## config.mk

```make
export PLATFORM = sky130hd
export DESIGN_NAME = tcu_top
export DESIGN_NICKNAME = d
export VERILOG_FILES = /design/src/design/tcu_capture_ch.v /design/src/design/tcu_top.v
export VERILOG_INCLUDE_DIRS = /design/src /design/src/design
export SDC_FILE = /design/constraint.sdc
export NUM_CORES = 1
export LEC_CHECK = 0
export ABC_AREA = 1
export BUFFER_PORTS_ARGS = -buffer_cell sky130_fd_sc_hd__buf_2
export CAP_MARGIN = 20
export CORE_ASPECT_RATIO = 1.2
export CORE_MARGIN = 8
export CORE_UTILIZATION = 30
export CTS_CLUSTER_DIAMETER = 60
export CTS_CLUSTER_SIZE = 24
export DETAILED_ROUTE_END_ITERATION = 10
export GPL_ROUTABILITY_DRIVEN = 0
export RECOVER_POWER = 25
export SLEW_MARGIN = 20
export SYNTH_ARGS = -nofsm -noshare
export SYNTH_HDL_FRONTEND = slang
export SYNTH_SLANG_ARGS = --single-unit
```

## constraint.sdc

```tcl
create_clock -name core_clk_in -period 2.1 [get_ports core_clk_in]
set_clock_uncertainty 0.2 [all_clocks]
set_input_delay 0.525 -clock core_clk_in [delete_from_list [all_inputs] [get_ports core_clk_in]]
set_output_delay 0.525 -clock core_clk_in [all_outputs]
set_load 0.05 [all_outputs]
```

## src/design/tcu_regs.vh

```
// register map, field positions and reset values of the timer capture unit
// assumes a 32-bit axi4-lite slave with one aligned word per register
`ifndef TCU_REGS_VH
`define TCU_REGS_VH
`define TCU_CTRL1_ADDR     8'h00
`define TCU_CTRL2_ADDR     8'h04
`define TCU_SRC1_ADDR      8'h08
`define TCU_SRC2_ADDR      8'h0c
`define TCU_VAL1_ADDR      8'h10
`define TCU_VAL2_ADDR      8'h14
`define TCU_FLAG_ADDR      8'h18
`define TCU_MASK_ADDR      8'h1c
`define TCU_TIMER_ADDR     8'h20
`define TCU_CTL_EN_BIT     7
`define TCU_CTL_FMT_BIT    4
`define TCU_CTL_MODE_LSB   0
`define TCU_CTRL_RST       8'h00
`define TCU_SRC_RST        3'h0
`define TCU_MASK_RST       2'h0
`define TCU_FLAG_RST       2'h0
`define TCU_MODE_FALL      4'h4
`define TCU_MODE_RISE      4'h5
`define TCU_MODE_RISE4     4'h6
`define TCU_MODE_RISE16    4'h7
`define TCU_PS4_LAST       4'h3
`define TCU_PS16_LAST      4'hf
`define TCU_RESP_OKAY      2'b00
`define TCU_RESP_SLVERR    2'b10
`endif

```

## src/design/tcu_capture_ch.v

```verilog
// one capture channel: source select, synchroniser, edge detect, prescaler, value latch
// assumes timer count and control fields on core_clk_in; sources are asynchronous
`timescale 1ns/100ps
`include "tcu_regs.vh"
module tcu_capture_ch #(
    parameter WIDTH = 16
) (
    input  wire             core_clk_in,
    input  wire             rst_n_in,
    input  wire [7:0]       ctrl_in,
    input  wire [2:0]       src_sel_in,
    input  wire [7:0]       sources_in,
    input  wire [WIDTH-1:0] timer_in,
    output reg  [WIDTH-1:0] value_ff_out,
    output reg              capture_ff_out
);
    reg  [2:0]       sync_ff;
    reg              level_ff;
    reg  [3:0]       ps_ff;
    reg  [3:0]       nxt_ps;
    reg              nxt_cap;
    wire [3:0]       mode = ctrl_in[`TCU_CTL_MODE_LSB+3:`TCU_CTL_MODE_LSB];
    wire             en   = ctrl_in[`TCU_CTL_EN_BIT];
    wire             cap_mode = (mode[3:2] == 2'b01);
    // only stages two and three are compared
    wire             agree = (sync_ff[1] == sync_ff[2]);
    wire             rise = agree && sync_ff[2] && !level_ff;
    wire             fall = agree && !sync_ff[2] && level_ff;

    always @* begin
        nxt_ps  = ps_ff;
        nxt_cap = 1'b0;
        if (!en || !cap_mode) begin
            nxt_ps = 4'h0;
        end else begin
            case (mode)
                `TCU_MODE_FALL: begin
                    nxt_cap = fall;
                end
                `TCU_MODE_RISE: begin
                    nxt_cap = rise;
                end
                `TCU_MODE_RISE4: begin
                    if (rise) begin
                        nxt_cap = ({2'b00, ps_ff[1:0]} == `TCU_PS4_LAST);
                        nxt_ps  = ps_ff + 4'h1;
                    end
                end
                `TCU_MODE_RISE16: begin
                    if (rise) begin
                        nxt_cap = (ps_ff == `TCU_PS16_LAST);
                        nxt_ps  = ps_ff + 4'h1;
                    end
                end
                default: begin
                    nxt_cap = 1'b0;
                end
            endcase
        end
    end

    always @(posedge core_clk_in) begin
        if (!rst_n_in) begin
            sync_ff        <= 3'h0;
            level_ff       <= 1'b0;
            ps_ff          <= 4'h0;
            value_ff_out   <= {WIDTH{1'b0}};
            capture_ff_out <= 1'b0;
        end else begin
            sync_ff <= {sync_ff[1:0], sources_in[src_sel_in]};
            if (agree) begin
                level_ff <= sync_ff[2];
            end
            ps_ff          <= nxt_ps;
            capture_ff_out <= nxt_cap;
            if (nxt_cap) begin
                value_ff_out <= timer_in;
            end
        end
    end
endmodule // tcu_capture_ch

```

## src/design/tcu_top.v

```verilog
// timer capture unit: two capture channels, free running timer, axi4-lite registers
// assumes one 20 MHz clock; source inputs are asynchronous pins or peripheral outputs
// What this block does
// - capture copies full 16-bit timer count into the channel value register
// - modes: every falling, rising, fourth rising, sixteenth rising edge
// - each capture sets the capture event flag
// - flag stays set until software clears it
// - a newer capture overwrites an unread stored value
// - three-bit field selects one of eight capture sources
// - pin edge seen from pin level, so port writes may capture
// - prescaler held at zero when disabled or not capturing
// - every reset clears the prescaler counter
// - prescale change without clearing control may raise false flag
// - two identical channels, each with own control, value and flag
//
// Chosen here: the AXI4-Lite slave port and the register addresses.
`timescale 1ns/100ps
`include "tcu_regs.vh"
module tcu_top #(
    parameter WIDTH = 16
) (
    input  wire        core_clk_in,
    input  wire        rst_n_in,
    input  wire        timer_run_in,
    input  wire        capture_pin_one_in,
    input  wire        capture_pin_two_in,
    input  wire        comparator_one_sync_out_in,
    input  wire        comparator_two_sync_out_in,
    input  wire        pin_change_event_in,
    input  wire        logic_cell_one_out_in,
    input  wire        logic_cell_two_out_in,
    input  wire        logic_cell_three_out_in,
    input  wire        logic_cell_four_out_in,
    input  wire [7:0]  s_axi_awaddr_in,
    input  wire        s_axi_awvalid_in,
    output reg         s_axi_awready_out,
    input  wire [31:0] s_axi_wdata_in,
    input  wire [3:0]  s_axi_wstrb_in,
    input  wire        s_axi_wvalid_in,
    output reg         s_axi_wready_out,
    output reg  [1:0]  s_axi_bresp_out,
    output reg         s_axi_bvalid_out,
    input  wire        s_axi_bready_in,
    input  wire [7:0]  s_axi_araddr_in,
    input  wire        s_axi_arvalid_in,
    output reg         s_axi_arready_out,
    output reg  [31:0] s_axi_rdata_out,
    output reg  [1:0]  s_axi_rresp_out,
    output reg         s_axi_rvalid_out,
    input  wire        s_axi_rready_in,
    output reg         irq_ff_out
);
    reg  [7:0]       ctrl1_ff;
    reg  [7:0]       ctrl2_ff;
    reg  [2:0]       src1_ff;
    reg  [2:0]       src2_ff;
    reg  [1:0]       flag_ff;
    reg  [1:0]       mask_ff;
    reg  [WIDTH-1:0] timer_ff;
    reg  [2:0]       run_sync_ff;
    reg              run_ff;
    reg  [7:0]       aw_addr_ff;
    reg              aw_have_ff;
    reg  [31:0]      w_data_ff;
    reg  [3:0]       w_strb_ff;
    reg              w_have_ff;
    wire [WIDTH-1:0] val1;
    wire [WIDTH-1:0] val2;
    wire             cap1;
    wire             cap2;
    wire             do_write = aw_have_ff && w_have_ff && !s_axi_bvalid_out;
    wire             do_read  = s_axi_arvalid_in && s_axi_arready_out;
    wire [1:0]       nxt_flag;
    wire [1:0]       flag_clr;
    wire [31:0]      rd_word;
    wire             rd_hit;

    // pick low byte lane for 8-bit register writes
    function [7:0] tcu_lane0;
        input [7:0] old_val;
        input [31:0] data;
        input [3:0] strb;
        begin
            tcu_lane0 = strb[0] ? data[7:0] : old_val;
        end
    endfunction

    // align capture value into word, fmt bit left-justifies
    function [31:0] tcu_align;
        input [WIDTH-1:0] val;
        input fmt;
        begin
            tcu_align = fmt ? {val, 16'h0000} : {16'h0000, val};
        end
    endfunction

    // pin taken as the raw pin level
    wire [7:0] srcs1 = {logic_cell_four_out_in, logic_cell_three_out_in,
                        logic_cell_two_out_in, logic_cell_one_out_in,
                        pin_change_event_in, comparator_two_sync_out_in,
                        comparator_one_sync_out_in, capture_pin_one_in};
    wire [7:0] srcs2 = {srcs1[7:1], capture_pin_two_in};

    tcu_capture_ch #(.WIDTH(WIDTH)) u_ch1 (
        .core_clk_in    (core_clk_in),
        .rst_n_in       (rst_n_in),
        .ctrl_in        (ctrl1_ff),
        .src_sel_in     (src1_ff),
        .sources_in     (srcs1),
        .timer_in       (timer_ff),
        .value_ff_out   (val1),
        .capture_ff_out (cap1)
    );

    tcu_capture_ch #(.WIDTH(WIDTH)) u_ch2 (
        .core_clk_in    (core_clk_in),
        .rst_n_in       (rst_n_in),
        .ctrl_in        (ctrl2_ff),
        .src_sel_in     (src2_ff),
        .sources_in     (srcs2),
        .timer_in       (timer_ff),
        .value_ff_out   (val2),
        .capture_ff_out (cap2)
    );

    // free running count on instruction clock, gated by a synchronised run level
    always @(posedge core_clk_in) begin
        if (!rst_n_in) begin
            run_sync_ff <= 3'h0;
            run_ff      <= 1'b0;
            timer_ff    <= {WIDTH{1'b0}};
        end else begin
            run_sync_ff <= {run_sync_ff[1:0], timer_run_in};
            if (run_sync_ff[1] == run_sync_ff[2]) begin
                run_ff <= run_sync_ff[2];
            end
            if (run_ff) begin
                timer_ff <= timer_ff + {{(WIDTH-1){1'b0}}, 1'b1};
            end
        end
    end

    assign flag_clr = (do_write && aw_addr_ff == `TCU_FLAG_ADDR && w_strb_ff[0]) ?
                      w_data_ff[1:0] : 2'b00;
    // sticky until written one; set wins over clear
    assign nxt_flag = (flag_ff & ~flag_clr) | {cap2, cap1};

    always @(posedge core_clk_in) begin
        if (!rst_n_in) begin
            aw_addr_ff        <= 8'h00;
            aw_have_ff        <= 1'b0;
            w_data_ff         <= 32'h0000_0000;
            w_strb_ff         <= 4'h0;
            w_have_ff         <= 1'b0;
            s_axi_awready_out <= 1'b1;
            s_axi_wready_out  <= 1'b1;
            s_axi_bvalid_out  <= 1'b0;
            s_axi_bresp_out   <= `TCU_RESP_OKAY;
            ctrl1_ff          <= `TCU_CTRL_RST;
            ctrl2_ff          <= `TCU_CTRL_RST;
            src1_ff           <= `TCU_SRC_RST;
            src2_ff           <= `TCU_SRC_RST;
            mask_ff           <= `TCU_MASK_RST;
            flag_ff           <= `TCU_FLAG_RST;
            irq_ff_out        <= 1'b0;
        end else begin
            flag_ff    <= nxt_flag;
            irq_ff_out <= |(nxt_flag & mask_ff);
            if (s_axi_awvalid_in && s_axi_awready_out) begin
                aw_addr_ff        <= s_axi_awaddr_in;
                aw_have_ff        <= 1'b1;
                s_axi_awready_out <= 1'b0;
            end
            if (s_axi_wvalid_in && s_axi_wready_out) begin
                w_data_ff        <= s_axi_wdata_in;
                w_strb_ff        <= s_axi_wstrb_in;
                w_have_ff        <= 1'b1;
                s_axi_wready_out <= 1'b0;
            end
            if (do_write) begin
                aw_have_ff       <= 1'b0;
                w_have_ff        <= 1'b0;
                s_axi_bvalid_out <= 1'b1;
                s_axi_bresp_out  <= `TCU_RESP_OKAY;
                case (aw_addr_ff)
                    `TCU_CTRL1_ADDR: begin
                        ctrl1_ff <= tcu_lane0(ctrl1_ff, w_data_ff, w_strb_ff) & 8'hbf;
                    end
                    `TCU_CTRL2_ADDR: begin
                        ctrl2_ff <= tcu_lane0(ctrl2_ff, w_data_ff, w_strb_ff) & 8'hbf;
                    end
                    `TCU_SRC1_ADDR: begin
                        src1_ff <= w_strb_ff[0] ? w_data_ff[2:0] : src1_ff;
                    end
                    `TCU_SRC2_ADDR: begin
                        src2_ff <= w_strb_ff[0] ? w_data_ff[2:0] : src2_ff;
                    end
                    `TCU_MASK_ADDR: begin
                        mask_ff <= w_strb_ff[0] ? w_data_ff[1:0] : mask_ff;
                    end
                    `TCU_FLAG_ADDR: begin
                        s_axi_bresp_out <= `TCU_RESP_OKAY;
                    end
                    `TCU_VAL1_ADDR, `TCU_VAL2_ADDR, `TCU_TIMER_ADDR: begin
                        s_axi_bresp_out <= `TCU_RESP_OKAY;
                    end
                    default: begin
                        s_axi_bresp_out <= `TCU_RESP_SLVERR;
                    end
                endcase
            end
            if (s_axi_bvalid_out && s_axi_bready_in) begin
                s_axi_bvalid_out  <= 1'b0;
                s_axi_awready_out <= 1'b1;
                s_axi_wready_out  <= 1'b1;
            end
        end
    end

    assign rd_hit  = (s_axi_araddr_in == `TCU_CTRL1_ADDR) ||
                     (s_axi_araddr_in == `TCU_CTRL2_ADDR) ||
                     (s_axi_araddr_in == `TCU_SRC1_ADDR)  ||
                     (s_axi_araddr_in == `TCU_SRC2_ADDR)  ||
                     (s_axi_araddr_in == `TCU_VAL1_ADDR)  ||
                     (s_axi_araddr_in == `TCU_VAL2_ADDR)  ||
                     (s_axi_araddr_in == `TCU_FLAG_ADDR)  ||
                     (s_axi_araddr_in == `TCU_MASK_ADDR)  ||
                     (s_axi_araddr_in == `TCU_TIMER_ADDR);
    assign rd_word =
        (s_axi_araddr_in == `TCU_CTRL1_ADDR) ? {24'h0, ctrl1_ff} :
        (s_axi_araddr_in == `TCU_CTRL2_ADDR) ? {24'h0, ctrl2_ff} :
        (s_axi_araddr_in == `TCU_SRC1_ADDR)  ? {29'h0, src1_ff} :
        (s_axi_araddr_in == `TCU_SRC2_ADDR)  ? {29'h0, src2_ff} :
        (s_axi_araddr_in == `TCU_VAL1_ADDR)  ? tcu_align(val1, ctrl1_ff[`TCU_CTL_FMT_BIT]) :
        (s_axi_araddr_in == `TCU_VAL2_ADDR)  ? tcu_align(val2, ctrl2_ff[`TCU_CTL_FMT_BIT]) :
        (s_axi_araddr_in == `TCU_FLAG_ADDR)  ? {30'h0, flag_ff} :
        (s_axi_araddr_in == `TCU_MASK_ADDR)  ? {30'h0, mask_ff} :
        (s_axi_araddr_in == `TCU_TIMER_ADDR) ? {16'h0, timer_ff} : 32'h0000_0000;

    // reads have no side effect; the capture value may be overwritten at any time
    always @(posedge core_clk_in) begin
        if (!rst_n_in) begin
            s_axi_arready_out <= 1'b1;
            s_axi_rvalid_out  <= 1'b0;
            s_axi_rdata_out   <= 32'h0000_0000;
            s_axi_rresp_out   <= `TCU_RESP_OKAY;
        end else begin
            if (do_read) begin
                s_axi_arready_out <= 1'b0;
                s_axi_rvalid_out  <= 1'b1;
                s_axi_rdata_out   <= rd_word;
                s_axi_rresp_out   <= rd_hit ? `TCU_RESP_OKAY : `TCU_RESP_SLVERR;
            end
            if (s_axi_rvalid_out && s_axi_rready_in) begin
                s_axi_rvalid_out  <= 1'b0;
                s_axi_arready_out <= 1'b1;
            end
        end
    end
endmodule // tcu_top

```

==> impl_metrics.tcl, run 1 <==
set metrics [dict create \
    status "complete, no violations" \
    grt_max_degree 77 \
    syn_inst 905 \
    max_freq_ghz 0.528 \
    ys.flop_type "dfxtp_1" \
    rr_worst_depth 12 \
    synth.most_common_cell "dfxtp_1" \
    peakVddDrop_mv 0.589 \
    pre_cts_ws_ps -93.6 \
    cts_hold_buf 0 \
    drive_gt1_share_pct 18.9 \
    antenna_found_initial 0 \
    min_path_type "input port to register" \
    grt.total_usage_pct 13.1 \
    synth.area.top_cells "dfxtp_1 (45%), a21oi_1 (9.5%), o21ai_0 (7.8%)" \
    rsz0062_at_grt "no" \
    syn_area_per_cell_um2 7.49 \
    maxCapViolations 0 \
    synthTopCellsByCount "dfxtp_1 (152), a21oi_1 (128), nand2_1 (122)" \
    grt_pass1_vias 6023 \
    yosys_register_bits 152 \
    n_antenna_cell 0 \
    grt.overflow.total 0 \
    p_per_area_nw_per_um2 780 \
    ys.warnings.count 0 \
    num_rows 60 \
    vias 6200 \
    r2r_start "u_ch1.sync_ff[1]" \
    worst_slack_ps 207 \
    routed_via_density 4.78 \
    power_leakage_nw 3.27 \
    seq_area_frac_synth_pct 44.9 \
    drtPass1Iterations 4 \
    final_util_pct 37.4 \
    endpoint "u_ch1.value_ff_out[0]" \
    startpoint_type "register" \
    endpoint_kind "register" \
    syn-cell-area_um2 6780 \
    htreeDepth 4 \
    synth_top_area_share_pct 44.9 \
    cts_root_buffer "clkbuf_16" \
    grt_pass1_wl_um 29900 \
    wl_um 17900 \
    clock_latency_ps 430 \
    routedWlPerCell_um 13.8 \
    path_max_fanout 31 \
    start_util_pct 30.4 \
    syn2layout_area_growth_pct 23.0 \
    core_um2 22300 \
    cts_tree "done" \
    die_area_um2 27700 \
    startpoint "u_ch1.sync_ff[1]" \
    dp_hpwl_um 13100 \
    die_h_um 181 \
    dr.first_iter.drc_count 335 \
    max_slew_margin_pct 57.0 \
    reg2reg_to "u_ch1.value_ff_out[0]" \
    setup_viol 0 \
    drc 0 \
    clk_pin_slew_ps 60 \
    cts_sinks 152 \
    critPathKind "register to register" \
    synth_enable_flop_cells 0 \
    multi_input_area_um2 3060 \
    pin_count 111 \
    reg2reg_slack_ps 210 \
    clockBufferDepth 2 \
    synth_cell_type_count 45 \
    crit_required_ps 2260 \
    synth.largest_area_cell "dfxtp_1" \
    dieWidth_um 153 \
    arrival_ps 2060 \
    numCtsBuffers 17 \
    post-route-period-util_pct 90.2 \
    nets 1081 \
    fin_area_um2 8330 \
    period_needed_ps 1890 \
    port_buffers 80 \
    tightest_slew_ps 644 \
    regArea_um2 3040 \
    hold_violations 0 \
    drv_slew 0 \
    ant_nets 0 \
    place_area_um2 7740 \
    fill_cells 2315 \
    async_flop_share_pct 0 \
]
==> worst max-delay path, cell delays in order (launching register included) <==
cell     delay, ps
dfxtp_1        370
ha_1           160
inv_1           40
nor2_2         100
nand3_1        120
inv_1           90
nand2_1         60
o21ai_0         90
nand2_1        120
buf_12         180
inv_1           90
o21ai_0         80
a21oi_1        120
==> worst min path at each step <==
stage                                 from                to  slack (ps)  cells past startpoint
after floorplan             run_sync_ff[0]    run_sync_ff[1]         190                      2
after global placement    u_ch1.sync_ff[0]  u_ch1.sync_ff[1]         190                      2
after detailed placement    run_sync_ff[0]    run_sync_ff[1]         200                      2
after CTS                     timer_run_in    run_sync_ff[0]          70                      3
after global routing          timer_run_in    run_sync_ff[0]         100                      3
final                         timer_run_in    run_sync_ff[0]          90                      3
==> cells in the final DEF (no fill, tap or decap), types with 4 or more instances in the layout <==
cell and instances:
dfxtp_1 152, a21oi_1 128, nand2_1 122, inv_1 115, o21ai_0 105, buf_2 79
nor2_1 73, nand3_1 42, buf_4 37, clkbuf_16 17, o21ai_1 14, a211oi_1 11
o221ai_1 10, nor3_1 10, nand4_1 10, nor2_2 7, ha_1 7, buf_12 7
nand2_2 5, o32ai_1 5, o21a_1 4, clkbuf_1 4
==> repair_timing <==
item,in CTS,in global routing
resized for setup,0,2
setup endpoints to repair,0,11
buffers inserted,0,0
==> registers in the layout, indices dropped and copies added (netlist names), 2 cells and up <==
name,cells
s_axi_rdata_out,32
timer_ff,16
u_ch1.value_ff_out,16
u_ch2.value_ff_out,16
aw_addr_ff,8
ctrl1_ff,7
ctrl2_ff,7
w_data_ff,7
u_ch1.ps_ff,4
u_ch2.ps_ff,4
run_sync_ff,3
src1_ff,3
src2_ff,3
u_ch1.sync_ff,3
u_ch2.sync_ff,3
flag_ff,2
mask_ff,2
==> layer usage <==
layer	routed length (um)	global-route usage [%]	vias up	part of all wire, %
li1	-	-	3229	-
met1	8570	16.8	2821	48
met2	8340	21.3	130	47
met3	726	2.76	20	4.1
met4	240	4.48	0	1.3
met5	0	0	-	0
==> kinds of logic after synthesis <==
logic type	share of synthesized area, %
adders and majority gates	1.29
DFF	44.9
and+or+nand+nor	19.8
buffers and inverters	10.1
AOI/OAI and AO/OA	23.5
xor gates and xnor gates	0.388
other	0.0553
==> report_power, final <==
part           total [mW]  switching [mW]  internal, mW
clock                3.12            1.24          1.88
sequential           2.96          0.0293          2.93
combinational       0.414           0.282         0.131
total                6.50            1.56          4.94
==> final cells by class <==
class | instances | area share [%]
multi-input cells | 588 | 36.7
inverters | 118 | 5.31
flip-flops and latches | 152 | 36.5
clock buffers | 18 | 5.15
repair buffers | 128 | 10.0
clock inverters | 14 | 2.09
well taps | 279 | 4.19
==> stage by stage <==
stage	hold WS [ps]	power (mW)	TNS (ps)	instances
2_1_floorplan	190	3.30	0	906
3_3_place_gp	195	3.44	-816	1265
3_5_place_dp	199	3.45	-947	1265
4_1_cts	68.6	6.57	0	1297
5_1_grt	97.5	6.75	0	1297
6_report	85.6	6.50	0	1297
(Power assumes the default switching activity.)
==> run 2: changes to the inputs <==
ABC_AREA = default   (was 1)
==> impl_metrics.tcl, run 2 <==
set metrics [dict create \
    syn_area_per_cell_um2 9.04 \
    numCtsBuffers 17 \
    grt_pass1_vias 5559 \
    swShare_pct 24.0 \
    pin_count 111 \
    cts_sinks 152 \
    dr.first_iter.drc_count 328 \
    synth.most_common_cell "dfxtp_1" \
    syn_inst 736 \
    cts_tree "done" \
    yosys_register_bits 152 \
    status "complete, no violations" \
    drv_slew 0 \
    seq_area_frac_synth_pct 45.7 \
    synth_top_area_share_pct 45.7 \
    port_buffers 80 \
    setup_viol 0 \
    grt_max_degree 41 \
    cts_root_buffer "clkbuf_16" \
    place_area_um2 7820 \
    htreeDepth 4 \
    syn2layout_area_growth_pct 27.7 \
    most-common-layout-cells "dfxtp_1 (149), nor2_1 (85), buf_2 (80)" \
    n_antenna_cell 0 \
    vias 5782 \
    nets 940 \
    largest-register "s_axi_rdata_out" \
    maxCapViolations 0 \
    dp_cells 1114 \
    power_leakage_nw 3.55 \
    seq_power_share_pct 46.5 \
    critPathKind "input port to register" \
    ys.flop_type "dfxtp_1" \
    clockPowerShare_pct 47.3 \
    synth.area.top_cells "dfxtp_1 (46%), mux2i_1 (9.2%), nor2_1 (4.9%)" \
    num_rows 59 \
    async_flop_share_pct 0 \
    period_needed_ps 2070 \
    dieWidth_um 152 \
    p_int_mw 4.83 \
    post-route-period-util_pct 98.7 \
    ant_nets 0 \
    crit_required_ps 2260 \
    startpoint_type "input port" \
    drc 0 \
    routedWlPerCell_um 16.1 \
    crit_top_cell "buf_4" \
    die_h_um 179 \
    min_path_type "input port to register" \
    grt.total_usage_pct 13.3 \
    dp_hpwl_um 13300 \
    endpoint_kind "register" \
    fin_total_pwr_mw 6.35 \
    path_cells "buf_2, or4_4, buf_4, nor4_2, buf_4, buf_12, a221o_1, a32o_1" \
    routed_via_density 5.02 \
    antenna_found_initial 0 \
    clockBufferDepth 2 \
    wl_um 18600 \
    die_area_um2 27200 \
    fill_cells 2214 \
    largest_reg_flops 32 \
    p_comb_share_pct 6.2 \
    drive_gt1_share_pct 24.4 \
    arrival_ps 2240 \
    ys.warnings.count 0 \
    rsz0062_at_grt "yes" \
    clk_pin_slew_ps 60 \
    drtPass1Iterations 6 \
    synth_cell_type_count 62 \
    synth_enable_flop_cells 0 \
    synth.largest_area_cell "dfxtp_1" \
    max_slew_margin_pct 66.2 \
    core_um2 21700 \
    cp_slowest_cell "or4_4" \
    syn-cell-area_um2 6650 \
    tightest_slew_ps 507 \
    max_freq_ghz 0.482 \
    path_max_fanout 9 \
    fin_cells 1151 \
    peakVddDrop_mv 0.620 \
    grt.overflow.total 0 \
    synthTopCellsByCount "dfxtp_1 (152), nor2_1 (87), mux2i_1 (61), nand2_1 (61), o21ai_0 (46)" \
    mostFrequentLayoutCell "dfxtp_1" \
    p_per_area_nw_per_um2 748 \
    start_util_pct 30.7 \
    hold_violations 0 \
    fin_area_um2 8500 \
    critical_path.max_stage_delay_ps 560 \
    clock_latency_ps 420 \
    grt_pass1_wl_um 29400 \
    p_sw_mw 1.52 \
]
==> run 2: layout make-up <==
class                           instances  area, um^2  share of cell area, %
Tap cell                              274         343                   4.03
Timing Repair Buffer                  156        1070                   12.6
Clock inverter                         14         153                   1.80
Sequential cell                       152        3050                   35.9
Inverter                               28         105                   1.24
Clock buffer                           18         429                   5.05
Multi-Input combinational cell        509        3350                   39.4
==> run 2: path summary, 6_finish.rpt <==
kind / startpoint / end / slack, ps / cells past startpoint
worst max-delay path: s_axi_araddr_in[7] / s_axi_rdata_out[14] / 30 / 8
worst min-delay path: timer_run_in / run_sync_ff[0] / 130 / 2
worst max register to register: aw_addr_ff[4] / src2_ff[1] / 100 / 6
worst min register to register: run_sync_ff[0] / run_sync_ff[1] / 240 / 1
==> run 2: layer usage <==
| metal | share of wire, % | track usage [%] |
|---|---|---|
| met5 | 0 | 0 |
| met4 | 2.0 | 5.49 |
| met3 | 4.4 | 3.12 |
| met2 | 47 | 21.7 |
| met1 | 47 | 16.7 |
==> run 2: cells by family (layout without fill, tap and decap cells) <==
family / after synthesis / in the layout / share of synthesized area (%)
AOI/OAI and AO/OA: 164 / 164 / 16.0
xor gates and xnor gates: 16 / 16 / 2.11
adders and majority gates: 7 / 7 / 1.32
buffers and inverters: 77 / 216 / 5.30
DFF: 152 / 152 / 45.7
muxes: 65 / 65 / 10.5
other: 1 / 2 / 0.0564
and+or+nand+nor: 254 / 255 / 18.9
==> run 2: power groups by stage <==
stage / sequential [mW] / combinational [mW] / clock, mW
after floorplan: 3.05 / 0.183 / 0
after CTS: 2.95 / 0.398 / 3.07
after detailed placement: 3.02 / 0.397 / 0
after global routing: 2.96 / 0.428 / 3.21
final: 2.96 / 0.393 / 3.01
after global placement: 3.02 / 0.394 / 0
==> run 2: repair_timing <==
item / CTS / global route
gates cloned: 0 / 2
gates resized for setup: 1 / 13
endpoints found under the setup margin: 2 / 72
setup buffers: 0 / 3
hold buffers: 0 / 0
endpoints found under the hold margin: 0 / 0
pin swaps: 0 / 8
==> run 2: worst max-delay path: cells and delay by family <==
kind,cells,cell delay (ps)
and+or+nand+nor,2,810
AOI/OAI and AO/OA,2,320
buffers and inverters,4,570
==> run 2: stage by stage <==
step	utilization [%]	setup WS, ps	TNS, ps	hold WS, ps
after floorplan	-	-235	-5340	212
after global placement	36.0	-423	-12470	217
after detailed placement	36.0	-431	-12600	227
after CTS	38.8	13.9	0	117
after global routing	39.2	-33.5	-139	142
final	39.2	27.1	0	129
